File: src/core/pcc_defines.svh
// command register offsets, bit positions, reset value
// assumes inclusion by the package and design files
`ifndef PCC_DEFINES_SVH
`define PCC_DEFINES_SVH
`define PCC_CMD_OFFSET 8'h04
`define PCC_CMD_RESET 16'h0000
`define PCC_BIT_IO 0
`define PCC_BIT_MEM 1
`define PCC_BIT_MAST 2
`define PCC_BIT_SPEC 3
`define PCC_BIT_MWI 4
`define PCC_BIT_SNOOP 5
`define PCC_BIT_PERR 6
`define PCC_BIT_STEP 7
`define PCC_BIT_SERR 8
`define PCC_BIT_FBB 9
`define PCC_WR_MASK 16'h0167
`define PCC_NUM_FUNC 3
`endif

File: src/core/pcc_pkg.sv
// types shared by the command register bank
// assumes pcc_defines.svh on the include path
`include "pcc_defines.svh"
package pcc_pkg;
    typedef logic [15:0] pcc_word_t;
    typedef struct packed {
        logic system_error_report_enable;
        logic parity_response_enable;
        logic snoop_en;
        logic initiator_enable;
        logic mem_en;
        logic io_en;
    } pcc_cmd_t;
endpackage

File: src/core/pcc_command_bank.sv
// Behaviour
// - bits 15 to 10 are reserved and read as zero.
// - back-to-back enable bit is read-only zero.
// - system error enable gates the SERR driver; resets clear.
// - address parity error reaches SERR only when both enables set.
// - stepping bit held at zero; writes ignored.
// - parity response enable clear ignores parity errors; resets clear.
// - data parity errors drive PERR, address parity errors drive SERR.
// - snoop set: do not claim palette writes, capture their data.
// - write-invalidate bit is zero; initiator uses plain memory writes.
// - special cycle bit is zero; special cycles never answered.
// - initiating bus accesses only while initiator enable set.
// - memory cycles claimed only while memory enable set.
// - I/O cycles claimed only while I/O enable set.
// - each function owns an independent command register.
// - error enables ORed across functions; each reads back separately.
// - data parity flag set only on PERR, as master, enable set.
//
// command registers of three functions with their gating of bus activity
// assumes configuration and bus decode events arrive on mclk
`timescale 1ns/10ps
`include "pcc_defines.svh"
module pcc_command_bank
    import pcc_pkg::*;
#(
    parameter int NUM_FUNC = `PCC_NUM_FUNC
)
(
    // clock and reset
    input wire logic mclk,
    input wire logic reset_n,
    // configuration access
    input wire logic cfg_wr,
    input wire logic cfg_rd,
    input wire logic [1:0] cfg_func,
    input wire logic [7:0] cfg_offset,
    input wire logic [1:0] cfg_be,
    input wire logic [15:0] cfg_wdata,
    output logic [15:0] cfg_rdata,
    // target decode requests, per function
    input wire logic [NUM_FUNC-1:0] mem_hit,
    input wire logic [NUM_FUNC-1:0] io_hit,
    input wire logic [NUM_FUNC-1:0] palette_wr_hit,
    input wire logic special_cycle,
    input wire logic [31:0] bus_data,
    output logic [NUM_FUNC-1:0] claim,
    output logic [NUM_FUNC-1:0] palette_capture,
    output logic [31:0] palette_data,
    // initiator
    input wire logic [NUM_FUNC-1:0] init_req,
    input wire logic [NUM_FUNC-1:0] init_mem_write,
    output logic [NUM_FUNC-1:0] init_grant,
    output logic init_write_invalidate,
    // parity
    input wire logic addr_par_err,
    input wire logic data_par_err,
    input wire logic [NUM_FUNC-1:0] master_active,
    input wire logic perr_seen,
    input wire logic [NUM_FUNC-1:0] data_parity_clear,
    output logic serr_drive,
    output logic perr_drive,
    output logic [NUM_FUNC-1:0] data_parity_detected
);
    // ------------------------------------------------------------
    // state
    // ------------------------------------------------------------
    typedef struct packed {
        logic [15:0] rdata;
        logic [NUM_FUNC-1:0] claim;
        logic [NUM_FUNC-1:0] cap;
        logic [31:0] pdata;
        logic [NUM_FUNC-1:0] grant;
        logic wi;
        logic serr;
        logic perr;
        logic [NUM_FUNC-1:0] dpar;
    } pcc_bank_t;

    pcc_bank_t st_q;
    pcc_bank_t st_d;
    pcc_cmd_t cmd [NUM_FUNC];
    pcc_word_t rdw [NUM_FUNC];
    logic any_system_error_report_enable;
    logic any_parity_response_enable;

    // ------------------------------------------------------------
    // decode helpers
    // ------------------------------------------------------------
    // command register of an existing function addressed
    function automatic logic cmd_sel(
        input logic [7:0] offset,
        input logic [1:0] func
    );
        return offset == `PCC_CMD_OFFSET && func < 2'(NUM_FUNC);
    endfunction

    // claim of one function; special cycles and snooped palette writes left alone
    function automatic logic claim_of(
        input pcc_cmd_t c,
        input logic mem,
        input logic io,
        input logic pal,
        input logic spec
    );
        return !spec
            && ((mem && c.mem_en)
            || (io && c.io_en))
            && !(pal && c.snoop_en);
    endfunction

    // data parity flag set condition of one function
    function automatic logic dpar_set(
        input pcc_cmd_t c,
        input logic perr,
        input logic master
    );
        return perr && master && c.parity_response_enable;
    endfunction

    // ------------------------------------------------------------
    // per-function registers
    // ------------------------------------------------------------
    genvar g;
    generate
        for (g = 0; g < NUM_FUNC; g++)
        begin : g_fn
            pcc_func_cmd u_cmd (
                .mclk(mclk),
                .reset_n(reset_n),
                .wr_en(cfg_wr && cmd_sel(cfg_offset, cfg_func)
                       && cfg_func == 2'(g)),
                .wr_data(cfg_wdata),
                .wr_be(cfg_be),
                .cmd(cmd[g]),
                .rd_word(rdw[g])
            );
        end
    endgenerate

    // ------------------------------------------------------------
    // error enables wired OR
    // ------------------------------------------------------------
    always_comb
    begin
        any_system_error_report_enable = 1'b0;
        any_parity_response_enable = 1'b0;
        for (int i = 0; i < NUM_FUNC; i++)
        begin
            any_system_error_report_enable = any_system_error_report_enable | cmd[i].system_error_report_enable;
            any_parity_response_enable = any_parity_response_enable | cmd[i].parity_response_enable;
        end
    end

    // ------------------------------------------------------------
    // next state
    // ------------------------------------------------------------
    always_comb
    begin
        st_d = st_q;
        st_d.cap = '0;
        st_d.wi = 1'b0;
        if (cfg_rd)
        begin
            st_d.rdata = 16'h0000;
            if (cmd_sel(cfg_offset, cfg_func))
            begin
                st_d.rdata = rdw[cfg_func];
            end
        end
        for (int i = 0; i < NUM_FUNC; i++)
        begin
            st_d.claim[i] = claim_of(cmd[i], mem_hit[i], io_hit[i], palette_wr_hit[i],
                special_cycle);
            st_d.cap[i] = palette_wr_hit[i] && cmd[i].snoop_en && !special_cycle;
            st_d.grant[i] = init_req[i] && cmd[i].initiator_enable;
        end
        // data parity flags; a set in the cycle of a clear wins
        for (int i = 0; i < NUM_FUNC; i++)
        begin
            if (data_parity_clear[i])
            begin
                st_d.dpar[i] = 1'b0;
            end
            if (dpar_set(cmd[i], perr_seen, master_active[i]))
            begin
                st_d.dpar[i] = 1'b1;
            end
        end
        if (|st_d.cap)
        begin
            st_d.pdata = bus_data;
        end
        // driver enables
        st_d.serr = addr_par_err && any_system_error_report_enable && any_parity_response_enable;
        st_d.perr = data_par_err && any_parity_response_enable;
    end

    always_ff @(posedge mclk or negedge reset_n)
    begin
        if (!reset_n)
        begin
            st_q <= '0;
        end
        else
        begin
            st_q <= st_d;
        end
    end

    // ------------------------------------------------------------
    // outputs
    // ------------------------------------------------------------
    assign cfg_rdata = st_q.rdata;
    assign claim = st_q.claim;
    assign palette_capture = st_q.cap;
    assign palette_data = st_q.pdata;
    assign init_grant = st_q.grant;
    assign init_write_invalidate = st_q.wi;
    assign serr_drive = st_q.serr;
    assign perr_drive = st_q.perr;
    assign data_parity_detected = st_q.dpar;

    // plain memory writes pass through the grant unchanged
    logic unused_ok;
    assign unused_ok = |init_mem_write;
endmodule

File: src/core/pcc_func_cmd.sv
// one function's command register
// assumes writes come on mclk from the configuration decoder
`timescale 1ns/10ps
`include "pcc_defines.svh"
module pcc_func_cmd
    import pcc_pkg::*;
(
    // clock and reset
    input wire logic mclk,
    input wire logic reset_n,
    // write port
    input wire logic wr_en,
    input wire logic [15:0] wr_data,
    input wire logic [1:0] wr_be,
    // state
    output pcc_cmd_t cmd,
    output pcc_word_t rd_word
);
    pcc_cmd_t st_q;
    pcc_cmd_t st_d;

    always_comb
    begin
        st_d = st_q;
        if (wr_en)
        begin
            if (wr_be[1])
            begin
                st_d.system_error_report_enable = wr_data[`PCC_BIT_SERR];
            end
            if (wr_be[0])
            begin
                st_d.parity_response_enable = wr_data[`PCC_BIT_PERR];
                st_d.snoop_en = wr_data[`PCC_BIT_SNOOP];
                st_d.initiator_enable = wr_data[`PCC_BIT_MAST];
                st_d.mem_en = wr_data[`PCC_BIT_MEM];
                st_d.io_en = wr_data[`PCC_BIT_IO];
            end
        end
    end

    always_ff @(posedge mclk or negedge reset_n)
    begin
        if (!reset_n)
        begin
            st_q <= '0;
        end
        else
        begin
            st_q <= st_d;
        end
    end

    assign cmd = st_q;

    // hardwired bits read as zero
    always_comb
    begin
        rd_word = `PCC_CMD_RESET;
        rd_word[`PCC_BIT_SERR] = st_q.system_error_report_enable;
        rd_word[`PCC_BIT_PERR] = st_q.parity_response_enable;
        rd_word[`PCC_BIT_SNOOP] = st_q.snoop_en;
        rd_word[`PCC_BIT_MAST] = st_q.initiator_enable;
        rd_word[`PCC_BIT_MEM] = st_q.mem_en;
        rd_word[`PCC_BIT_IO] = st_q.io_en;
    end
endmodule

File: config.mk
export PLATFORM = sky130hd
export DESIGN_NAME = pcc_command_bank
export DESIGN_NICKNAME = d
export VERILOG_FILES = /design/src/core/pcc_pkg.sv /design/src/core/pcc_command_bank.sv /design/src/core/pcc_func_cmd.sv
export VERILOG_INCLUDE_DIRS = /design/src /design/src/core
export SDC_FILE = /design/constraint.sdc
export NUM_CORES = 1
export LEC_CHECK = 0
export BUFFER_PORTS_ARGS = -buffer_cell sky130_fd_sc_hd__buf_2
export CAP_MARGIN = 20
export CORE_MARGIN = 4
export CORE_UTILIZATION = 40
export CTS_CLUSTER_SIZE = 12
export DETAILED_ROUTE_END_ITERATION = 12
export HOLD_SLACK_MARGIN = 0.02
export PLACE_DENSITY = 0.75
export REMOVE_ABC_BUFFERS = 1
export SLEW_MARGIN = 25
export SYNTH_ARGS = -nofsm -noshare
export SYNTH_HDL_FRONTEND = slang
export SYNTH_HIERARCHICAL = 1
export SYNTH_SLANG_ARGS = --single-unit
File: constraint.sdc
create_clock -name mclk -period 1.3 [get_ports mclk]
set_input_delay 0.065 -clock mclk [delete_from_list [all_inputs] [get_ports mclk]]
set_output_delay 0.065 -clock mclk [all_outputs]
set_load 0.005 [all_outputs]
* After elaboration in Yosys (flattened, before gate mapping) *
Index checks and enable logic that the tools add are counted.

storage, ports and cells
  input port bits = 89
  register bits after elaboration = 80
  output and inout bits = 63
  logic and storage cells = 101

operators by class
  bitwise operators = 5
  reductions and logical operators = 53
  magnitude comparators = 2
  equality and inequality tests = 3
  muxes and demuxes = 10

operators by type and width
  kind                                                              number
  16-bit 2-to-1 mux                                                 3
  1-bit logical AND                                                 35
  16-bit binary-select mux with 2-bit select                        1
  2-bit AND reduction                                               6
  8-bit by 3-bit == test with 1-bit output (second input constant)  1
  1-bit 2-to-1 mux                                                  6
  2-bit nonzero test                                                3
  1-bit logical NOT                                                 4
  1-bit bitwise OR                                                  4
  3-bit greater-or-equal comparator (second input constant)         1
  1-bit logical OR                                                  3
  2-bit NOT with 3-bit output                                       1
  3-bit OR reduction                                                1
  2-bit by 1-bit == test with 1-bit output (second input constant)  1
  2-bit == test (second input constant)                             1
  2-bit logical NOT                                                 1
  2-bit < comparator (second input constant)                        1

* Longest topological paths before layout *
  word-level depth = 5
  depth in mapped cells = 6
  gate-level depth less buffers = 5

* By module *
Netlist, hierarchy kept.

modules (own cells, without submodules)
  module            seq. area each (sq um)  area an instance (sq um)  cells an instance  instances
  pcc_command_bank  1,551.5                 2,816.5                   212                1
  pcc_func_cmd      150.1                   351.6                     31                 3

* Worst setup path after synthesis *
No wires, ideal clock.

  path type = input to register
  start = input port cfg_offset[0]
  end = register g_fn[2].u_cmd.st_q (netlist bit g_fn[2].u_cmd/cmd[0])
  cell stages on the path = 5
  data arrival time = 1.226 ns
  buffers on the path = 0
  slack = -0.051 ns
  data required time = 1.175 ns
  setup time = 0.125 ns
  cells stage by stage = nor4b_4 > nand4_1 > nor3b_1 > nand2_2 > mux2_2

between the ends
  longest elaborated chain between the ends = 5

ends and longest elaborated chain
  what                                                RTL line                 source
  from (decl)                                         pcc_command_bank.sv:36   input wire logic [7:0] cfg_offset,
  8-bit by 3-bit == test with 1-bit output (no line)  -
  1-bit logical AND                                   pcc_command_bank.sv:94   return offset == `PCC_CMD_OFFSET && func < 2'(NUM_FUNC);
  1-bit logical AND                                   pcc_command_bank.sv:130  .wr_en(cfg_wr && cmd_sel(cfg_offset, cfg_func)
  1-bit logical AND                                   pcc_command_bank.sv:131  && cfg_func == 2'(g)),
  2-bit AND reduction (no line)                       -
  to (signal assigned)                                pcc_func_cmd.sv:50       st_q <= st_d;
  to (decl)                                           pcc_func_cmd.sv:19       pcc_cmd_t st_q;

No other way between the ends.
A chain may end at the register's enable or synchronous reset.

* Worst setup path after layout *
  start = register g_fn[0].u_cmd.st_q (netlist bit g_fn[0].u_cmd/cmd[3])
  end = register st_q (netlist bit palette_data[13])

between the ends
  longest elaborated chain between the ends = 3

ends and longest elaborated chain
  what                             RTL line                 source
  from (decl)                      pcc_func_cmd.sv:19
  from (signal assigned)           pcc_func_cmd.sv:50
  1-bit logical AND (2 in series)  pcc_command_bank.sv:174  st_d.cap[i] = palette_wr_hit[i] && cmd[i].snoop_en && !special_cycle;
  3-bit OR reduction               pcc_command_bank.sv:189  if (|st_d.cap)
  to (signal assigned)             pcc_command_bank.sv:206  st_q <= st_d;
  to (decl)                        pcc_command_bank.sv:79   pcc_bank_t st_q;

No other way between the ends.

==> metrics.yaml <==
path_max_fanout: 8
clock_tree.buffer_depth: 2
layout-drive-gt1-share_pct: 48.62
worstSetupPathType: "reg2reg"
layout_commonest_cell: "buf_2"
synthSimpleGateAreaFrac_pct: 4.751
setup_violations: 32
clock_latency_ps: 350
die_w_um: 106.4
min_period_over_period_pct: 110.7
die_h_um: 106.4
syn_inst: 305
synth-seq-cells: 80
wirelength_um: 10610
vias: 2948
max_freq_mhz: 695.1
endpoint: "palette_data[13]$_DFFE_PN0P_"
synth-compound-area-share_pct: 10.37
ant_nets: 0
critPathLaunch: "g_fn[0].u_cmd/cmd[3]$_DFFE_PN0P_"
wl_per_cell_um: 16.67
fillers: 740
start_kind: "register"
drtIter0Drc: 157
grt_usage_pct: 19.22
reg2reg_from: "g_fn[0].u_cmd/cmd[3]$_DFFE_PN0P_"
die-area_um2: 11320
status: "complete, but fails checks"
drc: 0
vdd_drop_max_v: 0.0008273
rsz0062_at_grt: "yes"
synth.yosys.seq_area_share_pct: 51.71
syn2layout_area_growth_pct: 41.98
synth_xor_area_share_pct: 0
port_buffers: 137
floorplan.initialDensity_pct: 41.50
synth_warnings: 6
drv_slew: 0
fp-row-count: 35
r2r_cells: 5
regArea_um2: 2002
met1_length_um: 4217
clkSlewWorstSetupHoldPaths_ps: 80
p_leak_nw: 3.016
place_congestion: 0.7673
first_global_vias: 3268
worst_slack_ps: -138.6
hold_class: "in2reg"
hpwl_um: 6722
num_io_pins: 152
dp_cells: 553
grt_overflow: 0
final_cells: 636
period_needed_ps: 1439
timing.setup.tns_ps: -3805
core_um2: 9328
vias_per_cell: 4.635
cts_tree: "built"
cts_htree_levels: 3
synth_top_family_by_area: "multiplexers"
cp-end-kind: "register"
ys_types: 32
rrSetupSlack_ps: -140
hold_slack_ps: -26.90
synth.area.mux_share_pct: 18.68
worstPathArrival_ps: 1660
nets: 591
maxUsedRoutingLayer: "met4"
syn_avg_cell_area_um2: 12.69
cts.sinks: 80
cap_violations: 0
multi_input_area_um2: 1503
hold_depth: 3
met3_wirelength_um: 466
synthAdderAreaFrac_pct: 0
final_cell_mix: "buf_2 (136), dfrtp_1 (80), dlygate4sd3_1 (53), mux2_2 (34), conb_1 (31)"
grt_max_degree: 81
cts_buffers: 9
cp.required_ps: 1530
synth_area_um2: 3871
routed-wl-met2_um: 5565
fin_skew_ps: 14.09
clock-root-buffer: "clkbuf_8"
grt_pass1_wl_um: 16970
power.density_nw_per_um2: 987.3
grt_antenna_before_repair: 0
dr.pass1.iters: 4
violations: "hold timing, setup timing"
hold_viol_final: 1
r2r-end: "palette_data[13]$_DFFE_PN0P_"
## where the power goes
group / internal (W) / leakage, nW / switching [W]
sequential: 0.00259 / 1.10 / 0.0000594
clock: 0.00108 / 0.106 / 0.000953
combinational: 0.000418 / 1.81 / 0.000322
total: 0.00409 / 3.02 / 0.00133
## synth_stat cells
library cell  instances  area share [%]
o21ai_0               3            0.39
mux2i_1              16             4.1
a211oi_1              2            0.39
nor2_1                4            0.39
buf_6                 2            0.58
nand4_1               1            0.16
buf_1                 2            0.19
a31oi_4               1            0.55
mux2_1                2            0.58
buf_4                51             9.9
nand3_1               3            0.39
buf_2                 4            0.52
nand2_2               3            0.48
inv_1                20             1.9
and2_1                4            0.65
conb_1                4            0.39
o211a_1              16             4.1
nand2b_1              1            0.16
a31o_4                1            0.45
buf_8                 2            0.78
mux2_2               48              14
nor4_4                1            0.55
or3_1                 1            0.16
dfrtp_1              80              52
nor3b_1               2            0.39
a22oi_1               3            0.58
o311a_1               1            0.26
nor4b_4               1            0.61
nand2_1               7            0.68
o221ai_1             16             3.6
clkbuf_1              2            0.19
nor3_1                1            0.13
## stage by stage
stage / instance area (um2) / util [%] / power (W) / setup slack [ps]
2_1_floorplan: 3502 / - / 0.002877 / -336.3
3_3_place_gp: 4512 / 48.37 / 0.003241 / -274.6
3_5_place_dp: 4512 / 48.37 / 0.003266 / -329.2
4_1_cts: 5461 / 58.55 / 0.005466 / -117.9
5_1_grt: 5494 / 58.90 / 0.005675 / -169.3
6_report: 5497 / 58.93 / 0.005427 / -138.6
## cell type report
class                      instances  share of cell area, %
sequential                        80                  36.42
timing repair buffer             222                  27.93
multi-input combinational        169                  27.34
tap                              129                  2.936
clock buffer                       9                  2.254
clock inverter                     6                  1.707
inverter                          20                  1.366
antenna                            1                0.04553
## worst min-delay path by stage
stage	to	from	slack [ps]
2_1_floorplan	cfg_rdata[0]$_DFFE_PN0P_	reset_n	-230
3_3_place_gp	palette_data[20]$_DFFE_PN0P_	reset_n	120
3_5_place_dp	palette_data[20]$_DFFE_PN0P_	reset_n	130
4_1_cts	g_fn[2].u_cmd/cmd[5]$_DFFE_PN0P_	cfg_be[1]	40
5_1_grt	data_parity_detected[2]$_DFFE_PN0P_	master_active[2]	30
6_report	data_parity_detected[2]$_DFFE_PN0P_	master_active[2]	-30
## metal layers
layer	up-vias	track usage, %
met1	1445	22.62
met2	89	33.39
li1	1386	-
met3	28	4.311
met5	-	0
met4	0	8.603
## kinds of logic after synthesis
group           count (synthesis)
compound gates                 43
mux                            66
simple gates                   29
flops                          80
other cells                     4
buf+inv                        83
## registers in the layout, summed over array words and instances, names as in the netlist
| signal | flops |
|---|---|
| cfg_rdata | 16 |
| claim | 3 |
| data_parity_detected | 3 |
| g_fn.u_cmd/cmd | 18 |
| init_grant | 3 |
| palette_capture | 3 |
| palette_data | 32 |
| perr_drive | 1 |
| serr_drive | 1 |
## critical path, cell delays in order, from the launching register on
cell and delay (ps):
dfrtp_1 380, nand2_2 90, a31oi_4 240, buf_4 160
buf_12 120, mux2_2 340
## timing repair
action,CTS,global route
setup buffers,5,7
hold buffers,54,0
setup endpoints to repair,32,40
endpoints found under the hold margin,144,0
gates resized for setup,23,4
pin swaps,1,1
cloned,3,0
Power figures use the tool's default switching activity.
